### src/hw/cplfc_consts.svh
// register map, field positions, reset values and fixed shifts of the cdr loop filter config
`ifndef CPLFC_CONSTS_SVH
`define CPLFC_CONSTS_SVH

// ****************************************************************
// register indices and byte addresses
// ****************************************************************
`define CPLFC_IDX_PROP 12'h046
`define CPLFC_IDX_INT 12'h047
`define CPLFC_IDX_ACQ 12'h048
`define CPLFC_IDX_STAT 12'h050
`define CPLFC_ADDR_PROP (`CPLFC_IDX_PROP * 12'h004)
`define CPLFC_ADDR_INT (`CPLFC_IDX_INT * 12'h004)
`define CPLFC_ADDR_ACQ (`CPLFC_IDX_ACQ * 12'h004)
`define CPLFC_ADDR_STAT (`CPLFC_IDX_STAT * 12'h004)

// ****************************************************************
// reset values
// ****************************************************************
`define CPLFC_RST_PROP 8'he6
`define CPLFC_RST_INT 8'h65
`define CPLFC_RST_ACQ 3'h1

// ****************************************************************
// field positions (lsb), two bits except the one-bit outer dead zone, inner dead zone and rate limit enable
// ****************************************************************
`define CPLFC_F_PEAK_SLEW 6
`define CPLFC_F_OUTER_DZ 5
`define CPLFC_F_INNER_DZ 4
`define CPLFC_F_PROP_GAIN 2
`define CPLFC_F_PROP_SAT 0
`define CPLFC_F_EXTRAP_SCALE 6
`define CPLFC_F_INT_PATH_SAT 4
`define CPLFC_F_INT_GAIN 2
`define CPLFC_F_INT_ACC_SAT 0
`define CPLFC_F_RATE_LIMIT_EN 2
`define CPLFC_F_PREAMBLE_LEN 0

// ****************************************************************
// arithmetic constants, in 1/16 bit units, shift counts or chips
// ****************************************************************
`define CPLFC_OUTER_DZ_LIMIT 7
`define CPLFC_INNER_DZ_LIMIT 1
`define CPLFC_INT_GAIN_BASE_SHIFT 5
`define CPLFC_EXTRAP_BASE_SHIFT 2
`define CPLFC_PREAMBLE_MAX_CHIPS 8

`endif

### src/hw/cplfc_pkg.sv
// types of the cdr loop filter config block
package cplfc_pkg;

    typedef enum logic [2:0] {
        CPLFC_ACQ_IDLE = 3'b001,
        CPLFC_ACQ_RUN = 3'b010,
        CPLFC_ACQ_DONE = 3'b100
    } cplfc_acq_e;

    typedef enum logic [2:0] {
        CPLFC_SEL_NONE = 3'h0,
        CPLFC_SEL_PROP = 3'h1,
        CPLFC_SEL_INT = 3'h2,
        CPLFC_SEL_ACQ = 3'h3,
        CPLFC_SEL_STAT = 3'h4
    } cplfc_sel_e;

endpackage

### src/hw/cplfc_top.sv
// cdr pi loop filter with its configuration registers on apb
`timescale 1ns/1ps
`include "cplfc_consts.svh"

// Contract
// - peak detector slew rate from two-bit select
// - outer dead zone zeroes error above 7/16
// - inner dead zone zeroes error below 1/16
// - proportional gain 1, 1/2, 1/4, 1/8
// - proportional path saturates at 1,2,4,8 sixteenths
// - phase error resolution is one sixteenth bit
// - extrapolation scaled 1/4 to 1/32 before load
// - preamble measures rate error, loads integral accumulator
// - integral path saturates 1/32 to 4/16 bit
// - integral gain 1/32 down to 1/256
// - integral accumulator saturates 1 to 8 sixteenths
// - rate limit enable bounds accepted rate error
// - preamble length 8, 7, 6, 5 chips
// - reset values e6, 65, 01, unused bits zero
module cplfc_top
    import cplfc_pkg::*;
#(
    parameter int EW = 6,
    parameter int FRAC = 8,
    parameter int PW = 8,
    parameter int RW = 12
) (
    input wire logic CLK_SYS,
    input wire logic RSTN,
    input wire logic PSEL,
    input wire logic PENABLE,
    input wire logic PWRITE,
    input wire logic [11:0] PADDR,
    input wire logic [31:0] PWDATA,
    output logic [31:0] PRDATA,
    output logic PREADY,
    output logic PSLVERR,
    input wire logic signed [EW-1:0] PHASE_ERROR,
    input wire logic PHASE_VALID,
    input wire logic CHIP_STROBE,
    input wire logic PREAMBLE_START,
    input wire logic [PW-1:0] PEAK_SAMPLE,
    input wire logic signed [RW-1:0] RATE_UPPER_THRESHOLD,
    input wire logic signed [RW-1:0] RATE_LOWER_THRESHOLD,
    output logic signed [EW+FRAC+1:0] PHASE_CORRECTION,
    output logic [PW-1:0] PEAK_LEVEL,
    output logic signed [RW-1:0] RATE_ERROR,
    output logic INTEGRAL_LOADED
);

    localparam int AW = EW + FRAC + 2;

    typedef struct packed {
        logic [7:0] prop_cfg;
        logic [7:0] int_cfg;
        logic [2:0] acq_cfg;
        logic [31:0] prdata;
        cplfc_acq_e acq;
        logic [3:0] chip_cnt;
        logic signed [RW-1:0] rate_sum;
        logic signed [RW-1:0] rate_meas;
        logic signed [AW-1:0] acc;
        logic signed [AW-1:0] corr;
        logic [PW+FRAC-1:0] peak;
        logic loaded;
        logic rejected;
    } cplfc_state_s;

    cplfc_state_s st_ff;
    cplfc_state_s nxt_st;

    // ****************************************************************
    // helpers
    // ****************************************************************
    function automatic cplfc_sel_e addr_sel(input logic [11:0] a);
        cplfc_sel_e s;
        s = CPLFC_SEL_NONE;
        if (a == `CPLFC_ADDR_PROP) begin
            s = CPLFC_SEL_PROP;
        end else if (a == `CPLFC_ADDR_INT) begin
            s = CPLFC_SEL_INT;
        end else if (a == `CPLFC_ADDR_ACQ) begin
            s = CPLFC_SEL_ACQ;
        end else if (a == `CPLFC_ADDR_STAT) begin
            s = CPLFC_SEL_STAT;
        end
        return s;
    endfunction

    // symmetric clip to +-lim
    function automatic logic signed [31:0] sat(input logic signed [31:0] v,
                                               input logic signed [31:0] lim);
        logic signed [31:0] r;
        r = v;
        if (v > lim) begin
            r = lim;
        end else if (v < -lim) begin
            r = -lim;
        end
        return r;
    endfunction

    function automatic logic signed [31:0] pow2(input int sh);
        return 32'sh1 <<< sh;
    endfunction

    // ****************************************************************
    // next state
    // ****************************************************************
    always_comb begin
        cplfc_sel_e sel;
        logic [1:0] slew_sel;
        logic [1:0] pgain;
        logic [1:0] proportional_saturation;
        logic [1:0] escale;
        logic [1:0] integral_path_saturation;
        logic [1:0] igain;
        logic [1:0] integral_accumulator_saturation;
        logic signed [31:0] e;
        logic signed [31:0] mag;
        logic signed [31:0] dz;
        logic signed [31:0] fix;
        logic signed [31:0] p_term;
        logic signed [31:0] i_step;
        logic signed [31:0] acc_sum;
        logic signed [31:0] ext;
        logic signed [31:0] rs;
        logic [3:0] run_len;
        logic [PW+FRAC-1:0] smp;
        logic [PW+FRAC-1:0] dpk;
        int up_sh;
        int dn_sh;
        sel = addr_sel(PADDR);
        slew_sel = st_ff.prop_cfg[`CPLFC_F_PEAK_SLEW +: 2];
        pgain = st_ff.prop_cfg[`CPLFC_F_PROP_GAIN +: 2];
        proportional_saturation = st_ff.prop_cfg[`CPLFC_F_PROP_SAT +: 2];
        escale = st_ff.int_cfg[`CPLFC_F_EXTRAP_SCALE +: 2];
        integral_path_saturation = st_ff.int_cfg[`CPLFC_F_INT_PATH_SAT +: 2];
        igain = st_ff.int_cfg[`CPLFC_F_INT_GAIN +: 2];
        integral_accumulator_saturation = st_ff.int_cfg[`CPLFC_F_INT_ACC_SAT +: 2];
        e = 32'(PHASE_ERROR);
        mag = (e < 0) ? -e : e;
        dz = e;
        fix = '0;
        p_term = '0;
        i_step = '0;
        acc_sum = '0;
        ext = '0;
        rs = 32'(st_ff.rate_sum);
        run_len = 4'(`CPLFC_PREAMBLE_MAX_CHIPS) - {2'h0, st_ff.acq_cfg[`CPLFC_F_PREAMBLE_LEN +: 2]};
        smp = {PEAK_SAMPLE, FRAC'(0)};
        dpk = '0;
        up_sh = 0;
        dn_sh = 0;
        nxt_st = st_ff;
        nxt_st.loaded = 1'b0;

        // apb: read data latched in setup, writes in access phase
        if (PSEL && !PENABLE) begin
            nxt_st.prdata = 32'h0;
            unique case (sel)
                CPLFC_SEL_PROP: nxt_st.prdata = {24'h0, st_ff.prop_cfg};
                CPLFC_SEL_INT: nxt_st.prdata = {24'h0, st_ff.int_cfg};
                CPLFC_SEL_ACQ: nxt_st.prdata = {29'h0, st_ff.acq_cfg};
                CPLFC_SEL_STAT: nxt_st.prdata = {16'h0, st_ff.peak[PW+FRAC-1:FRAC], 4'h0,
                    st_ff.rejected, st_ff.acq == CPLFC_ACQ_DONE, st_ff.acq == CPLFC_ACQ_RUN,
                    st_ff.acq == CPLFC_ACQ_IDLE};
                CPLFC_SEL_NONE: nxt_st.prdata = 32'h0;
            endcase
        end
        if (PSEL && PENABLE && PWRITE) begin
            unique case (sel)
                CPLFC_SEL_PROP: nxt_st.prop_cfg = PWDATA[7:0];
                CPLFC_SEL_INT: nxt_st.int_cfg = PWDATA[7:0];
                CPLFC_SEL_ACQ: nxt_st.acq_cfg = PWDATA[2:0];
                CPLFC_SEL_STAT, CPLFC_SEL_NONE: nxt_st.acq_cfg = st_ff.acq_cfg;
            endcase
        end

        // dead zones ahead of both gains
        if (st_ff.prop_cfg[`CPLFC_F_OUTER_DZ] && mag > `CPLFC_OUTER_DZ_LIMIT) begin
            dz = '0;
        end
        if (st_ff.prop_cfg[`CPLFC_F_INNER_DZ] && mag < `CPLFC_INNER_DZ_LIMIT) begin
            dz = '0;
        end
        fix = dz <<< FRAC;

        // pi filter
        p_term = sat(fix >>> pgain, pow2(FRAC + int'(proportional_saturation)));
        i_step = sat(fix >>> (`CPLFC_INT_GAIN_BASE_SHIFT + int'(igain)),
                     pow2(FRAC - 1 + int'(integral_path_saturation)));
        acc_sum = sat(32'(st_ff.acc) + i_step, pow2(FRAC + int'(integral_accumulator_saturation)));
        if (PHASE_VALID) begin
            nxt_st.acc = AW'(acc_sum);
            nxt_st.corr = AW'(p_term + acc_sum);
        end

        // peak detector with asymmetric slew, except select 0 where up and down shifts are both 6
        unique case (slew_sel)
            2'h0: begin
                up_sh = 6;
                dn_sh = 6;
            end
            2'h1: begin
                up_sh = 6;
                dn_sh = 7;
            end
            2'h2: begin
                up_sh = 5;
                dn_sh = 7;
            end
            2'h3: begin
                up_sh = 5;
                dn_sh = 8;
            end
        endcase
        if (PHASE_VALID) begin
            if (smp > st_ff.peak) begin
                dpk = (smp - st_ff.peak) >> up_sh;
                nxt_st.peak = st_ff.peak + dpk;
            end else begin
                dpk = (st_ff.peak - smp) >> dn_sh;
                nxt_st.peak = st_ff.peak - dpk;
            end
        end

        // acquisition preamble and rate extrapolation
        unique case (st_ff.acq)
            CPLFC_ACQ_IDLE, CPLFC_ACQ_DONE: begin
                nxt_st.acq = st_ff.acq;
            end
            CPLFC_ACQ_RUN: begin
                if (PHASE_VALID) begin
                    nxt_st.rate_sum = RW'(rs + e);
                end
                if (CHIP_STROBE) begin
                    nxt_st.chip_cnt = st_ff.chip_cnt + 4'h1;
                    if (st_ff.chip_cnt + 4'h1 >= run_len) begin
                        nxt_st.acq = CPLFC_ACQ_DONE;
                        nxt_st.rate_meas = st_ff.rate_sum;
                        ext = (rs <<< FRAC) >>> (`CPLFC_EXTRAP_BASE_SHIFT + int'(escale));
                        if (st_ff.acq_cfg[`CPLFC_F_RATE_LIMIT_EN] &&
                            (st_ff.rate_sum > RATE_UPPER_THRESHOLD ||
                             st_ff.rate_sum < RATE_LOWER_THRESHOLD)) begin
                            nxt_st.rejected = 1'b1;
                        end else begin
                            nxt_st.acc = AW'(sat(ext, pow2(FRAC + int'(integral_accumulator_saturation))));
                            nxt_st.loaded = 1'b1;
                        end
                    end
                end
            end
            default: begin
                nxt_st.acq = CPLFC_ACQ_IDLE;
            end
        endcase
        if (PREAMBLE_START) begin
            nxt_st.acq = CPLFC_ACQ_RUN;
            nxt_st.chip_cnt = 4'h0;
            nxt_st.rate_sum = '0;
            nxt_st.rejected = 1'b0;
        end
    end

    // ****************************************************************
    // state register
    // ****************************************************************
    always_ff @(posedge CLK_SYS) begin
        if (!RSTN) begin
            st_ff <= '0;
            st_ff.prop_cfg <= `CPLFC_RST_PROP;
            st_ff.int_cfg <= `CPLFC_RST_INT;
            st_ff.acq_cfg <= `CPLFC_RST_ACQ;
            st_ff.acq <= CPLFC_ACQ_IDLE;
        end else begin
            st_ff <= nxt_st;
        end
    end

    // ****************************************************************
    // outputs
    // ****************************************************************
    assign PREADY = 1'b1;
    assign PSLVERR = PSEL && PENABLE && (addr_sel(PADDR) == CPLFC_SEL_NONE ||
                     (PWRITE && addr_sel(PADDR) == CPLFC_SEL_STAT));
    assign PRDATA = st_ff.prdata;
    assign PHASE_CORRECTION = st_ff.corr;
    assign PEAK_LEVEL = st_ff.peak[PW+FRAC-1:FRAC];
    assign RATE_ERROR = st_ff.rate_meas;
    assign INTEGRAL_LOADED = st_ff.loaded;

endmodule

### config.mk
export PLATFORM = sky130hd
export DESIGN_NAME = cplfc_top
export DESIGN_NICKNAME = d
export VERILOG_FILES = /design/src/hw/cplfc_pkg.sv /design/src/hw/cplfc_top.sv
export VERILOG_INCLUDE_DIRS = /design/src /design/src/hw
export SDC_FILE = /design/constraint.sdc
export NUM_CORES = 1
export LEC_CHECK = 0
export CAP_MARGIN = 40
export CORE_MARGIN = 2
export CORE_UTILIZATION = 51
export DETAILED_ROUTE_END_ITERATION = 10
export DONT_BUFFER_PORTS = 1
export GPL_TIMING_DRIVEN = 0
export PLACE_DENSITY_LB_ADDON = 0.3
export SYNTH_ARGS = -nofsm -noshare
export SYNTH_HDL_FRONTEND = slang
export SYNTH_SLANG_ARGS = --single-unit
### constraint.sdc
create_clock -name CLK_SYS -period 29.5 [get_ports CLK_SYS]
set_clock_uncertainty 0.05 [all_clocks]
set_input_delay 5.9 -clock CLK_SYS [delete_from_list [all_inputs] [get_ports CLK_SYS]]
set_output_delay 5.9 -clock CLK_SYS [all_outputs]
set_load 0.02 [all_outputs]
==> results.json <==
{
  "cp_max_fo": 10,
  "fin_nets": 2369,
  "gr-usage-all-layers_pct": 27.9,
  "cts_max_path_buffers": 2,
  "dr.pass1.iters": 5,
  "status": "finished clean",
  "whs_path_depth": 2,
  "die_area_um2": 30500,
  "ioPinCount": 161,
  "syn-cell-area_um2": 14800,
  "setup_viol": 0,
  "worstSetupEndpointType": "flip-flop",
  "detail-route-antenna-nets": 0,
  "grt_pass1_vias": 13500,
  "core_um2": 28700,
  "finalCritPeriodShare_pct": 60.3,
  "cts.sinks": 116,
  "numPortBuffers": 0,
  "rr_startpoint": "st_ff[128]$_SDFFE_PN0P_",
  "power.total_uw": 1050,
  "max_stage_delay_ns": 0.70,
  "wire_per_inst_um": 17.8,
  "cts_buffers": 17,
  "arrival_ns": 18.03,
  "final_area_um2": 16200,
  "synth-seq-cells": 116,
  "hp-start": "PRDATA[10]$_SDFFE_PN0P_",
  "start_kind": "input pin",
  "required_ns": 29.76,
  "viasPerCell": 5.97,
  "p_leak_uw": 0.00760,
  "post-route-min-period_ns": 17.78,
  "max_freq_ghz": 0.0563,
  "synthToLayoutAreaGrowth_pct": 9.39,
  "holdPathEnd": "PRDATA[10]$_SDFFE_PN0P_",
  "slew_headroom_pct": 33.8,
  "synth-edff-count": 0,
  "crit_type": "input pin to flip-flop",
  "hold_viol": 0,
  "dpl_cell_area_um2": 15600,
  "rsz0062_at_grt": "false",
  "place_congestion": 0.940,
  "rr_endpoint": "PHASE_CORRECTION[15]$_SDFFE_PN0P_",
  "antenna_found_initial": 0,
  "dieWidth_um": 175,
  "hold_ws_ns": 0.402,
  "synth_cells": 1970,
  "hpwlAfterDp_um": 35100,
  "chipHeight_um": 175,
  "cts_tree": "yes",
  "reg2reg_slack_ns": 17.37,
  "critPathSlowestCell": "nor3_1",
  "grt_start_max_net_pins": 39,
  "cts_setup_buffers": 0,
  "vias": 14700,
  "cts_root_buf": "clkbuf_16",
  "ir_drop_mv": 0.0373,
  "hold_path_class": "flip-flop to flip-flop",
  "drv_cap": 0,
  "synthArstFlopShare_pct": 0,
  "yosysWarnings": 0,
  "ys_types": 91,
  "slew_viol_final": 0,
  "p_per_area_nw_per_um2": 64.9,
  "diodes": 0,
  "clkTransAtPathRegs_ns": 0.05,
  "drt_first_iter_violations": 1302,
  "worst_pin_slew_ns": 0.969,
  "fill_cells": 2742,
  "placementRows": 62,
  "grt_pass1_wl_um": 69300,
  "ctsHoldBuffers": 0,
  "cts_resized": 0,
  "grt.overflow.total": 0,
  "avgSynthCellArea_um2": 7.53,
  "final_util_pct": 56.5,
  "synth-main-ff-cell": "dfxtp_1",
  "initial_core_util_pct": 51.7,
  "htree_levels": 4,
  "r2r_cells": 47,
  "finalWirelength_um": 43800,
  "drc": 0,
  "fin_tns_setup_ns": 0,
  "seq_area_frac_synth_pct": 15.7,
  "clock_latency_ns": 0.43,
  "drive_gt1_share_pct": 8.11
}
## state kept, by name (all words and copies together) (netlist names)
| register | flops |
|---|---|
| st_ff | 63 |
| PHASE_CORRECTION | 16 |
| PRDATA | 16 |
| RATE_ERROR | 12 |
| PEAK_LEVEL | 8 |
| INTEGRAL_LOADED | 1 |
## logic make-up (layout without fill, tap and decap cells)
group	Yosys count	count (layout)	share of synthesized area, %
compound gates	565	565	24.9
buf+inv	269	305	8.65
flops	116	116	15.7
simple gates	651	651	21.5
other cells	2	67	0.0506
mux	84	84	6.72
xor+xnor	62	62	3.66
fa+ha+maj	221	221	18.9
## how the worst max path moves through the flow
stage / start / end / slack [ns]
floorplan: PHASE_ERROR[1] / PHASE_CORRECTION[15]$_SDFFE_PN0P_ / 13.70
finish: PHASE_ERROR[1] / PHASE_CORRECTION[15]$_SDFFE_PN0P_ / 11.72
global placement: PHASE_ERROR[1] / PHASE_CORRECTION[15]$_SDFFE_PN0P_ / 11.69
detailed placement: PHASE_ERROR[1] / PHASE_CORRECTION[15]$_SDFFE_PN0P_ / 11.51
CTS: PHASE_ERROR[1] / PHASE_CORRECTION[15]$_SDFFE_PN0P_ / 11.88
global route: PHASE_ERROR[3] / PHASE_CORRECTION[15]$_SDFFE_PN0P_ / 10.80
## Yosys cell counts (15+ instances only)
cell / instances / area (um2)
a211oi_1: 28 / 210
a21o_1: 51 / 383
a21oi_1: 182 / 911
a31oi_1: 15 / 93.8
and3_1: 17 / 106
buf_4: 69 / 518
clkbuf_1: 72 / 270
dfxtp_1: 116 / 2320
ha_1: 216 / 2700
inv_1: 112 / 420
mux2i_1: 61 / 611
nand2_1: 167 / 627
nand2b_1: 36 / 225
nand3_1: 59 / 295
nand4_1: 19 / 119
nor2_1: 183 / 687
nor2b_1: 26 / 163
nor3_1: 43 / 215
o21a_1: 18 / 135
o21ai_0: 114 / 571
or3_1: 17 / 106
xnor2_1: 41 / 359
xor2_1: 21 / 184
## stage by stage
step / setup slack (ns) / std cells
2_1_floorplan: 13.70 / 2035
3_3_place_gp: 11.69 / 2419
3_5_place_dp: 11.51 / 2423
4_1_cts: 11.88 / 2455
5_1_grt: 10.80 / 2455
6_report: 11.72 / 2455
## cells in the final DEF, fill, tap and decap left out, types with 15 or more instances in the layout
cell type | synthesis | layout
dfxtp_1 | 116 | 116
a211oi_1 | 28 | 28
xor2_1 | 21 | 21
mux2i_1 | 61 | 61
a21o_1 | 51 | 51
buf_4 | 69 | 71
ha_1 | 216 | 216
nor2b_1 | 26 | 25
nor3_1 | 43 | 43
inv_1 | 112 | 112
a31oi_1 | 15 | 15
o21a_1 | 18 | 18
and3_1 | 17 | 17
clkbuf_1 | 72 | 72
nand2b_1 | 36 | 36
clkbuf_16 | 0 | 17
conb_1 | 2 | 67
nor2_1 | 183 | 183
nand2_1 | 167 | 167
xnor2_1 | 41 | 41
a21oi_1 | 182 | 182
nand4_1 | 19 | 19
nand3_1 | 59 | 59
o21ai_0 | 114 | 114
or3_1 | 17 | 17
## per-layer routing
layer,vias to the layer above,track usage (%),share of wire (%)
li1,7227,-,-
met1,6854,37.9,45
met2,494,44.7,45
met3,77,5.36,7.7
met4,0,8.72,2.6
met5,-,0,0
## critical path: cells and delay by family
kind / cells / cell delay [ns]
AO/OA/AOI/OAI: 20 / 4.52
AND/OR/NAND/NOR: 13 / 3.02
buffers and inverters: 6 / 1.57
adder cells (fa/ha/maj): 5 / 1.50
multiplexers: 3 / 0.94
XOR/XNOR: 2 / 0.55
## area by class of cell
cell class | instances | area (um2) | area share, %
clock buffer | 19 | 453 | 2.79
timing repair buffer | 4 | 41.3 | 0.254
clock inverter | 13 | 171 | 1.06
multi-input combinational | 1650 | 11500 | 70.7
sequential | 116 | 2320 | 14.3
buffer | 154 | 852 | 5.25
tap | 384 | 480 | 2.96
inverter | 115 | 432 | 2.66
## report_power, final
group	internal (uW)	switching (uW)
Sequential	173	20.2
Clock	138	82.2
Combinational	262	378
Note: power is estimated with default switching activity, not from simulation.
